==> config.mk <==
export PLATFORM = sky130hd
export DESIGN_NAME = free_running_timer_capture_status
export DESIGN_NICKNAME = d
export VERILOG_FILES = /design/src/hw/frt_capture_pkg.sv /design/src/hw/free_running_timer_capture_status.sv
export SDC_FILE = /design/constraint.sdc
export NUM_CORES = 1
export LEC_CHECK = 0
export BUFFER_PORTS_ARGS = -buffer_cell sky130_fd_sc_hd__buf_2
export CAP_MARGIN = 40
export CORE_MARGIN = 2
export CORE_UTILIZATION = 40
export CTS_BUF_LIST = sky130_fd_sc_hd__clkbuf_8
export CTS_CLUSTER_DIAMETER = 30
export DETAILED_ROUTE_END_ITERATION = 12
export SYNTH_ARGS = -nofsm -noshare
export SYNTH_HDL_FRONTEND = slang
export SYNTH_SLANG_ARGS = --single-unit
==> constraint.sdc <==
create_clock -name clk -period 2.3 [get_ports clk]
set_input_delay 0.23 -clock clk [delete_from_list [all_inputs] [get_ports clk]]
set_output_delay 0.23 -clock clk [all_outputs]
set_load 0.05 [all_outputs]
==> src/hw/frt_capture_pkg.sv <==
// package: register map, fields and bus carrier for the capture timer block
package frt_capture_pkg;

  localparam int unsigned ADDR_W = 16;
  localparam int unsigned DATA_W = 32;

  // word indices; byte address is four times the index
  localparam logic [15:0] IDX_CTRL       = 16'hff90;
  localparam logic [15:0] IDX_STATUS     = 16'hff91;
  localparam logic [15:0] IDX_COUNT_HIGH = 16'hff92;
  localparam logic [15:0] IDX_COUNT_LOW  = 16'hff93;
  localparam logic [15:0] IDX_CAPT_HIGH  = 16'hff94;
  localparam logic [15:0] IDX_CAPT_LOW   = 16'hff95;

  // control register fields
  localparam int unsigned CTRL_IRQ_EN_BIT = 7;
  localparam int unsigned CTRL_EDGE_BIT   = 0;

  // status register: bits 7..4 flags, bits 3..0 plain storage
  localparam int unsigned STAT_CAPT_BIT   = 7;
  localparam int unsigned STAT_FLAG_LO    = 4;

  localparam logic [7:0]  CTRL_RESET      = 8'h00;
  localparam logic [7:0]  STATUS_RESET    = 8'h00;
  localparam logic [15:0] COUNT_RESET     = 16'h0000;
  localparam logic [15:0] CAPT_RESET      = 16'h0000;

  // cycles from request to waitrequest low
  localparam int unsigned BUS_LATENCY     = 1;

  typedef struct packed {
    logic [ADDR_W-1:0] address;
    logic              read;
    logic              write;
    logic [DATA_W-1:0] writedata;
    logic [3:0]        byteenable;
  } avmm_req_t;

endpackage

==> src/hw/free_running_timer_capture_status.sv <==
// free-running 16-bit counter with input capture, capture flag and bus slave
// ---------------------------------------------------------------------------
// Notes on behaviour
// - capture interrupt only issued when capture_irq_enable is 1
// - active capture_trigger_pin edge copies running_count into capture_register
// - that same capture sets capture_flag in timer_control_status
// - status bits 7..4 cleared by writing 0; writing 1 does nothing
// - running_count high byte at lower index, low byte at next index
// ---------------------------------------------------------------------------
//
// Design decision made here: the Avalon-MM register port.
`timescale 1ns/100ps
module free_running_timer_capture_status
  import frt_capture_pkg::*;
(
  input  wire logic              clk,                 // 125 MHz system clock
  input  wire logic              sys_rst,             // synchronous, active high
  input  wire avmm_req_t         avs_req,             // avalon request group
  output logic [DATA_W-1:0]      avs_readdata,        // read data, valid with ack
  output logic                   avs_waitrequest,     // low for one cycle = answer
  input  wire logic              capture_trigger_pin, // asynchronous capture input
  output logic                   capture_irq          // capture interrupt request
);

  // -------------------------------------------------------------------------
  // bus handshake
  // -------------------------------------------------------------------------
  logic wait_r;
  logic req;
  logic ack;

  assign req = avs_req.read | avs_req.write;
  assign ack = req & ~wait_r;

  always_ff @(posedge clk) begin
    if (sys_rst) begin
      wait_r <= 1'b1;
    end else begin
      wait_r <= ~(req & wait_r);
    end
  end

  assign avs_waitrequest = wait_r;

  logic wr_byte;
  assign wr_byte = ack & avs_req.write & avs_req.byteenable[0];

  // -------------------------------------------------------------------------
  // control register
  // -------------------------------------------------------------------------
  logic [7:0] ctrl_r;

  always_ff @(posedge clk) begin
    if (sys_rst) begin
      ctrl_r <= CTRL_RESET;
    end else if (wr_byte && avs_req.address == IDX_CTRL) begin
      ctrl_r <= avs_req.writedata[7:0];
    end
  end

  // -------------------------------------------------------------------------
  // capture pin synchroniser and edge detect
  // -------------------------------------------------------------------------
  logic pin_meta_r;
  logic pin_sync_r;
  logic pin_prev_r;
  logic capture_evt;

  always_ff @(posedge clk) begin
    if (sys_rst) begin
      pin_meta_r <= 1'b0;
      pin_sync_r <= 1'b0;
      pin_prev_r <= 1'b0;
    end else begin
      pin_meta_r <= capture_trigger_pin;
      pin_sync_r <= pin_meta_r;
      pin_prev_r <= pin_sync_r;
    end
  end

  // edge select bit: 1 picks rising, 0 picks falling
  assign capture_evt = ctrl_r[CTRL_EDGE_BIT] ? (pin_sync_r & ~pin_prev_r)
                                              : (~pin_sync_r & pin_prev_r);

  // -------------------------------------------------------------------------
  // running count and capture register
  // -------------------------------------------------------------------------
  logic [15:0] count_r;
  logic [15:0] count_nxt;
  logic [15:0] capt_r;

  always_comb begin
    count_nxt = count_r + 16'h0001;
    if (wr_byte && avs_req.address == IDX_COUNT_HIGH) begin
      count_nxt = {avs_req.writedata[7:0], count_r[7:0]};
    end else if (wr_byte && avs_req.address == IDX_COUNT_LOW) begin
      count_nxt = {count_r[15:8], avs_req.writedata[7:0]};
    end
  end

  always_ff @(posedge clk) begin
    if (sys_rst) begin
      count_r <= COUNT_RESET;
    end else begin
      count_r <= count_nxt;
    end
  end

  always_ff @(posedge clk) begin
    if (sys_rst) begin
      capt_r <= CAPT_RESET;
    end else if (capture_evt) begin
      capt_r <= count_r;
    end
  end

  // -------------------------------------------------------------------------
  // status register
  // -------------------------------------------------------------------------
  logic [7:0] status_r;
  logic [7:0] status_nxt;
  logic       status_wr;

  assign status_wr = wr_byte && avs_req.address == IDX_STATUS;

  always_comb begin
    status_nxt = status_r;
    if (status_wr) begin
      // flags only drop where a 0 is written; a 1 leaves them alone
      status_nxt[7:STAT_FLAG_LO] = status_r[7:STAT_FLAG_LO] & avs_req.writedata[7:4];
      status_nxt[STAT_FLAG_LO-1:0] = avs_req.writedata[3:0];
    end
    // set beats a clear arriving in the same cycle
    if (capture_evt) begin
      status_nxt[STAT_CAPT_BIT] = 1'b1;
    end
  end

  always_ff @(posedge clk) begin
    if (sys_rst) begin
      status_r <= STATUS_RESET;
    end else begin
      status_r <= status_nxt;
    end
  end

  // -------------------------------------------------------------------------
  // interrupt
  // -------------------------------------------------------------------------
  logic irq_r;

  always_ff @(posedge clk) begin
    if (sys_rst) begin
      irq_r <= 1'b0;
    end else begin
      irq_r <= status_r[STAT_CAPT_BIT] & ctrl_r[CTRL_IRQ_EN_BIT];
    end
  end

  assign capture_irq = irq_r;

  // -------------------------------------------------------------------------
  // read data
  // -------------------------------------------------------------------------
  logic [DATA_W-1:0] rdata_r;
  logic [7:0]        rbyte;

  always_comb begin
    unique case (avs_req.address)
      IDX_CTRL:       rbyte = ctrl_r;
      IDX_STATUS:     rbyte = status_r;
      IDX_COUNT_HIGH: rbyte = count_r[15:8];
      IDX_COUNT_LOW:  rbyte = count_r[7:0];
      IDX_CAPT_HIGH:  rbyte = capt_r[15:8];
      IDX_CAPT_LOW:   rbyte = capt_r[7:0];
      default:        rbyte = 8'h00;
    endcase
  end

  always_ff @(posedge clk) begin
    if (sys_rst) begin
      rdata_r <= '0;
    end else if (req && wait_r && avs_req.read) begin
      rdata_r <= {{(DATA_W-8){1'b0}}, rbyte};
    end
  end

  assign avs_readdata = rdata_r;
endmodule

==> results of run 1 <==
==> layer usage <==
layer / share of wire [%] / vias up / track usage [%]
met3: 5.8 / 11 / 4.43
met5: 0 / - / 0
met1: 46 / 1256 / 25.7
li1: - / 1281 / -
met4: 2.1 / 0 / 7.60
met2: 46 / 74 / 28.3
==> path summary, 6_finish.rpt <==
check / start / endpoint / slack [ns] / cells after the start
worst min-delay path: avs_req[37] / avs_waitrequest / 0.09 / 2
worst max register to register: count_r[0] / count_r[10] / 0.30 / 6
worst min register to register: avs_waitrequest / avs_waitrequest / 0.44 / 1
worst max-delay path: count_r[0] / count_r[10] / 0.30 / 6
==> area by class of cell <==
class	instances	area [um2]	share of cell area, %
Clock inverter	4	46.3	1.27
Inverter	6	22.5	0.619
Multi-Input combinational cell	254	1750	48.2
Timing Repair Buffer	53	300	8.26
Clock buffer	12	165	4.54
Tap cell	102	128	3.51
Sequential cell	61	1220	33.6
==> cells in the mapped netlist, types with 2 or more instances <==
library cell   instances  area [um2]
mux2i_1               29         290
dlygate4sd1_1          2        17.5
nor2b_1                4        25.0
a31oi_1               13        81.3
o211ai_1               2        15.0
o21ai_0               17        85.1
nand2b_1               5        31.3
nor2_1                38         143
buf_2                  9        45.0
a211oi_1              11        82.6
mux4_2                 8         180
inv_1                  6        22.5
nand2_1               25        93.8
a311oi_1               3        26.3
dfxtp_1               61        1220
clkbuf_1               7        26.3
nand3b_1               2        15.0
a21oi_1               10        50.1
buf_4                 25         188
nor3_1                 5        25.0
nor4_1                 4        25.0
and2_1                 2        12.5
and4_2                 2        20.0
nor4_4                 2        42.5
o22ai_1                2        12.5
nand3_1                8        40.0
mux2_2                 9         101
and3_1                 8        50.1
==> kinds of logic (layout without fill, tap and decap cells) <==
kind of cell | after synthesis | after routing | share of synthesized area [%]
other | 1 | 24 | 0.117
multiplexers | 46 | 46 | 17.9
buffers and inverters | 51 | 75 | 9.82
AO/OA/AOI/OAI | 65 | 65 | 13.2
adder cells (fa/ha/maj) | 1 | 1 | 0.391
flip-flops | 61 | 61 | 38.2
AND/OR/NAND/NOR | 118 | 118 | 20.4
==> worst max-delay path, stage by stage, from the launching register on <==
cell,delay (ns)
dfxtp_1,0.45
ha_1,0.26
and3_1,0.18
nand3_1,0.14
a21oi_1,0.42
a211oi_1,0.16
a2111oi_2,0.28
==> where the power goes <==
group          internal [W]  switching, W
Combinational     0.0000638      0.000209
Sequential          0.00107     0.0000136
Clock              0.000583      0.000419
Total               0.00172      0.000642
==> stage by stage <==
| step | power, W | area [um2] | std cells |
|---|---|---|---|
| global placement | 0.00138 | 3420 | 476 |
| global route | 0.00245 | 3640 | 492 |
| CTS | 0.00239 | 3640 | 492 |
| detailed placement | 0.00139 | 3420 | 476 |
| floorplan | 0.00135 | 3280 | 366 |
| finish | 0.00236 | 3640 | 492 |
==> flip-flops by register name (all words and copies together) (netlist names) <==
name,flops
capt_r,16
count_r,16
avs_readdata,8
ctrl_r,8
status_r,8
avs_waitrequest,1
capture_irq,1
pin_meta_r,1
pin_prev_r,1
pin_sync_r,1
==> impl_metrics.tcl, run 1 <==
set metrics [dict create \
    min_path_type "in -> reg" \
    portBuffers 39 \
    cts_made_buffers 9 \
    synth_area_um2 3200 \
    leakage_nw 1.35 \
    drt_iter0_markers 240 \
    cp.required_ns 2.55 \
    timing.hold.ws_ns 0.0878 \
    syn_to_final_growth_pct 13.7 \
    fill_cells 770 \
    preCtsSetupSlack_ns 0.327 \
    antenna_cells 0 \
    place_congestion 0.808 \
    drive_gt1_share_pct 26.2 \
    worst_ep_arrival_time_ns 2.25 \
    wl_um 7710 \
    start_util_pct 41.4 \
    cts_sinks 61 \
    slew_viol_final 0 \
    p_per_area_nw_per_um2 650 \
    chipHeight_um 93.4 \
    hold_viol 0 \
    grt_pass1_vias 2444 \
    skew_ns 0.00548 \
    grt_max_degree 46 \
    grt_pass1_wl_um 12500 \
    synth_seq_cells 61 \
    syn_area_per_cell_um2 9.32 \
    root_buffer "clkbuf_8" \
    rsz0062_at_grt "no" \
    synthesis.instances 343 \
    dieArea_um2 8730 \
    synth_cell_types 52 \
    htree_levels 3 \
    vias 2622 \
    fp-row-count 32 \
    synth_ff_type "dfxtp_1" \
    final_cell_mix "61 x dfxtp_1, 39 x buf_2, 38 x nor2_1" \
    yosysWarnings 0 \
    ant_nets 0 \
    die_w_um 93.4 \
    setup_ws_ns 0.297 \
    layout_commonest_cell "dfxtp_1" \
    clock_latency_ns 0.35 \
    overflow 0 \
    period_share_pct 87.1 \
    cts_setup_buffers 0 \
    core_area_um2 7730 \
    synth-edff-count 0 \
    fin_crit_ns 2.00 \
    grt_usage_pct 18.7 \
    maxSlewHeadroom_pct 56.0 \
    final_util_pct 47.1 \
    critPathLaunchType "flop" \
    end_kind "flop" \
    antenna_found_initial 0 \
    async_flop_share_pct 0 \
    clockBufferDepth 2 \
    wl_per_cell_um 15.7 \
    ir_drop_uv 226 \
    fmax_mhz 499 \
    hold_buffers 0 \
    firstDrtPassIters 5 \
    viasPerCell 5.33 \
    hpwlAfterDp_um 5490 \
    path_clk_slew_ns 0.07 \
    tns_ns 0 \
    ys_seq_area_share_pct 38.2 \
    tritoncts "built" \
    route.detailed.drc 0 \
    outcome "finished clean" \
    ios 91 \
    nNetsFinal 443 \
    max_cap_violations 0 \
    setup_viol 0 \
    cp_max_fo 6 \
    worstMarginPinSlew_ns 0.659 \
    setup.worst_path.class "reg -> reg" \
    cts_resized 0 \
]
(Power assumes the default switching activity.)
==> run 2, diff against run 1 <==
--- a/config.mk
+++ b/config.mk
@@ -12,6 +12,7 @@
 export CTS_BUF_LIST = sky130_fd_sc_hd__clkbuf_8
 export CTS_CLUSTER_DIAMETER = 30
 export DETAILED_ROUTE_END_ITERATION = 12
+export SLEW_MARGIN = 25
 export SYNTH_ARGS = -nofsm -noshare
 export SYNTH_HDL_FRONTEND = slang
 export SYNTH_SLANG_ARGS = --single-unit
==> constraint.sdc (replaced) <==
create_clock -name clk -period 2.1 [get_ports clk]
set_input_delay 0.21 -clock clk [delete_from_list [all_inputs] [get_ports clk]]
set_output_delay 0.21 -clock clk [all_outputs]
set_load 0.05 [all_outputs]
==> impl_metrics.tcl, run 2 (synthesized netlist as in run 1, its figures left out) <==
set metrics [dict create \
    outcome "finished clean" \
    cts_resized 0 \
    overflow 0 \
    fill_cells 758 \
    maxSlewHeadroom_pct 56.6 \
    final_cell_mix "61 x dfxtp_1, 39 x buf_2, 38 x nor2_1" \
    min_path_type "in -> reg" \
    worst_ep_arrival_time_ns 2.20 \
    hold_viol 0 \
    cts_setup_buffers 0 \
    max_cap_violations 0 \
    die_w_um 93.4 \
    nNetsFinal 448 \
    regArea_um2 1220 \
    end_kind "flop" \
    critPathLaunchType "flop" \
    wl_um 8130 \
    rsz0062_at_grt "no" \
    grt_max_degree 46 \
    fp-row-count 32 \
    hpwlAfterDp_um 5540 \
    slowest_stage "or2_2" \
    min_from "capture_trigger_pin" \
    grt_pass1_wl_um 13000 \
    setup_ws_ns 0.158 \
    ant_nets 0 \
    grt_usage_pct 19.4 \
    fmax_mhz 515 \
    hold_buffers 0 \
    root_buffer "clkbuf_8" \
    layout_commonest_cell "dfxtp_1" \
    core_area_um2 7730 \
    grt_pass1_vias 2436 \
    cp.required_ns 2.36 \
    setup.worst_path.class "reg -> reg" \
    skew_ns 0.00919 \
    fin_crit_ns 1.94 \
    tns_ns 0 \
    leakage_nw 1.38 \
    setup_viol 0 \
    worstPathCellList "nand3b_2 -> or2_2 -> nor2_1 -> buf_4 -> a31oi_1 -> o22ai_1" \
    multi_input_area_um2 1760 \
    portBuffers 39 \
    dieArea_um2 8730 \
    start_util_pct 41.4 \
    chipHeight_um 93.4 \
    htree_levels 3 \
    cp-startpoint "avs_waitrequest" \
    cts_made_buffers 9 \
    worstMarginPinSlew_ns 0.650 \
    firstDrtPassIters 4 \
    p_per_area_nw_per_um2 705 \
    cts_sinks 61 \
    tritoncts "built" \
    cp_max_fo 7 \
    antenna_found_initial 0 \
    path_clk_slew_ns 0.07 \
    viasPerCell 5.34 \
    r2r-start "avs_waitrequest" \
    drt_iter0_markers 148 \
    preCtsSetupSlack_ns 0.156 \
    largestRegisters "capt_r x16, count_r x16" \
    vias 2654 \
    period_share_pct 92.5 \
    antenna_cells 0 \
    ios 91 \
    slew_viol_final 0 \
    ir_drop_uv 343 \
    clockBufferDepth 2 \
    drive_gt1_share_pct 27.3 \
    place_congestion 0.832 \
    wl_per_cell_um 16.4 \
    critical-path-max-stage-delay_ns 0.39 \
    syn_to_final_growth_pct 15.0 \
    clock_latency_ns 0.35 \
    route.detailed.drc 0 \
]
run 2: cell count changes in the layout (fill, tap and decap cells not counted), sizes merged:
cell	change
clkinvlp	+1
clkbuf	-1
inv	-1
clkinv	+1
buf	+5
run 2: layer usage:
metal	track usage [%]	routed length, um
met1	26.8	3860
met2	29.6	3680
met3	4.11	414
met4	7.60	173
met5	0	0
run 2: power breakdown:
group          leakage [nW]  total [W]  internal [W]  switching [W]
registers             0.494    0.00119       0.00118      0.0000150
clock network         0.102    0.00110      0.000612       0.000485
logic                 0.784   0.000303     0.0000711       0.000232
total                  1.38    0.00259       0.00186       0.000732
run 2: stage by stage:
stage               hold slack [ns]  power, W  std cells  cell area (um2)  utilization (%)
floorplan                     0.326   0.00148        366             3280                -
global placement              0.411   0.00152        481             3460             44.8
detailed placement            0.422   0.00152        481             3460             44.8
CTS                          0.0591   0.00261        497             3670             47.5
global route                 0.0544   0.00271        497             3680             47.6
finish                       0.0642   0.00259        497             3680             47.6
run 2: path summary, 6_finish.rpt:
kind,to,slack [ns],depth (start not counted)
worst max-delay path,count_r[3],0.16,6
worst min-delay path,pin_meta_r,0.06,2
worst max register to register,count_r[3],0.16,6
worst min register to register,avs_waitrequest,0.43,1
run 2: worst max-delay path, delay by kind of cell, from the launching register on:
family          cells  cell delay, ns
buf+inv             1            0.23
compound gates      2            0.26
simple gates        3            1.03
flops               1            0.33
run 2: final cells by class:
class	instances	area share, %
repair buffers	58	9.18
flip-flops and latches	61	33.2
clock inverters	5	1.60
clock buffers	11	4.12
well taps	102	3.47
multi-input cells	254	47.8
inverters	6	0.612
==> run 3, diff against run 2 <==
--- a/config.mk
+++ b/config.mk
@@ -8,10 +8,12 @@
 export BUFFER_PORTS_ARGS = -buffer_cell sky130_fd_sc_hd__buf_2
 export CAP_MARGIN = 40
 export CORE_MARGIN = 2
-export CORE_UTILIZATION = 40
+export CORE_UTILIZATION = 49
 export CTS_BUF_LIST = sky130_fd_sc_hd__clkbuf_8
 export CTS_CLUSTER_DIAMETER = 30
 export DETAILED_ROUTE_END_ITERATION = 12
+export GPL_TIMING_DRIVEN = 0
+export PLACE_DENSITY = 0.76
 export SLEW_MARGIN = 25
 export SYNTH_ARGS = -nofsm -noshare
 export SYNTH_HDL_FRONTEND = slang
==> impl_metrics.tcl, run 3 (synthesized netlist as in run 1, its figures left out) <==
set metrics [dict create \
    outcome "finished clean" \
    grt_pass1_wl_um 13500 \
    final_cell_mix "61 x dfxtp_1, 46 x buf_2, 38 x nor2_1" \
    top_layer "met4" \
    fp-row-count 29 \
    overflow 0 \
    worstMarginPinSlew_ns 0.680 \
    portBuffers 37 \
    viasPerCell 5.65 \
    max_cap_violations 0 \
    worst_ep_arrival_time_ns 2.16 \
    place_congestion 0.943 \
    wl_um 8400 \
    tritoncts "built" \
    vias 2808 \
    dr_wl_met3_um 765 \
    chipHeight_um 84.8 \
    fin_crit_ns 1.92 \
    layout_commonest_cell "dfxtp_1" \
    critPathLaunchType "flop" \
    syn_to_final_growth_pct 17.4 \
    ios 91 \
    timing.hold.ws_ns 0.0686 \
    min_path_type "in -> reg" \
    wl_per_cell_um 16.9 \
    path_clk_slew_ns 0.07 \
    hold_viol 0 \
    grt_pass1_vias 2624 \
    ir_drop_uv 385 \
    ant_nets 0 \
    slew_viol_final 0 \
    core_area_um2 6310 \
    root_buffer "clkbuf_8" \
    final_util_pct 59.5 \
    setup.worst_path.class "reg -> reg" \
    maxSlewHeadroom_pct 54.3 \
    grt_max_degree 11 \
    cp.required_ns 2.34 \
    cts_sinks 61 \
    grt_usage_pct 24.4 \
    p_per_area_nw_per_um2 643 \
    firstDrtPassIters 5 \
    drt_iter0_markers 221 \
    htree_levels 3 \
    tns_ns 0 \
    dieArea_um2 7190 \
    layout.cells.non_filler 497 \
    leakage_nw 1.47 \
    drive_gt1_share_pct 28.8 \
    setup_viol 0 \
    cts_made_buffers 9 \
    end_kind "flop" \
    cp_max_fo 5 \
    clock_latency_ns 0.35 \
    largestRegisters "capt_r x16, count_r x16" \
    nNetsFinal 473 \
    clockBufferDepth 2 \
    wl_met1_um 3550 \
    antenna_cells 0 \
    fill_cells 604 \
    antenna_found_initial 0 \
    rsz0062_at_grt "no" \
    period_share_pct 91.4 \
    route.detailed.drc 0 \
    fmax_mhz 521 \
    dp.cells 480 \
    setup_ws_ns 0.181 \
    cts_setup_buffers 0 \
    skew_ns 0.00945 \
    met2_length_um 3990 \
    hpwlAfterDp_um 6100 \
    die_w_um 84.8 \
    start_util_pct 50.7 \
    preCtsSetupSlack_ns -0.0143 \
]
run 3: routing by layer:
metal  global-route usage [%]  vias up
li1                         -     1349
met1                     33.5     1329
met2                     37.9      121
met3                     6.29        9
met4                     7.22        0
met5                        0        -
run 3: cell type report:
type	instances	area, um2	share of cell area, %
multi-input combinational	254	1770	47.2
buffer	45	292	7.76
timing repair buffer	38	193	5.13
tap	77	96.3	2.57
inverter	6	22.5	0.600
clock inverter	7	35.0	0.933
clock buffer	9	124	3.30
sequential	61	1220	32.5
run 3: path summary, 6_finish.rpt:
check,startpoint,endpoint,slack (ns),cells after the start
hold reg to reg,avs_waitrequest,avs_waitrequest,0.44,1
setup / recovery,avs_waitrequest,count_r[9],0.18,5
setup reg to reg,avs_waitrequest,count_r[9],0.18,5
hold / removal,capture_trigger_pin,pin_meta_r,0.07,2
run 3: metrics by stage:
step	power (W)	instance area, um2
after global routing	0.00250	3750
after CTS	0.00242	3720
final	0.00241	3750
after global placement	0.00156	3570
after floorplan	0.00148	3280
after detailed placement	0.00156	3570
run 3: worst max-delay path, stage by stage, from the launching register on:
cell and delay, ns:
dfxtp_1 0.32, nand3b_2 0.34, or2_2 0.40, nor3_1 0.44
a211oi_1 0.10, nor4_1 0.21
run 3: report_power, final:
group | internal [W] | leakage [nW] | switching (W)
clock | 0.000410 | 0.0911 | 0.000463
sequential | 0.00118 | 0.494 | 0.0000149
combinational | 0.000104 | 0.886 | 0.000244
run 3: what timing repair did:
item,CTS,global route
resized for setup,0,4
hold buffers,0,0
setup endpoints to repair,0,4
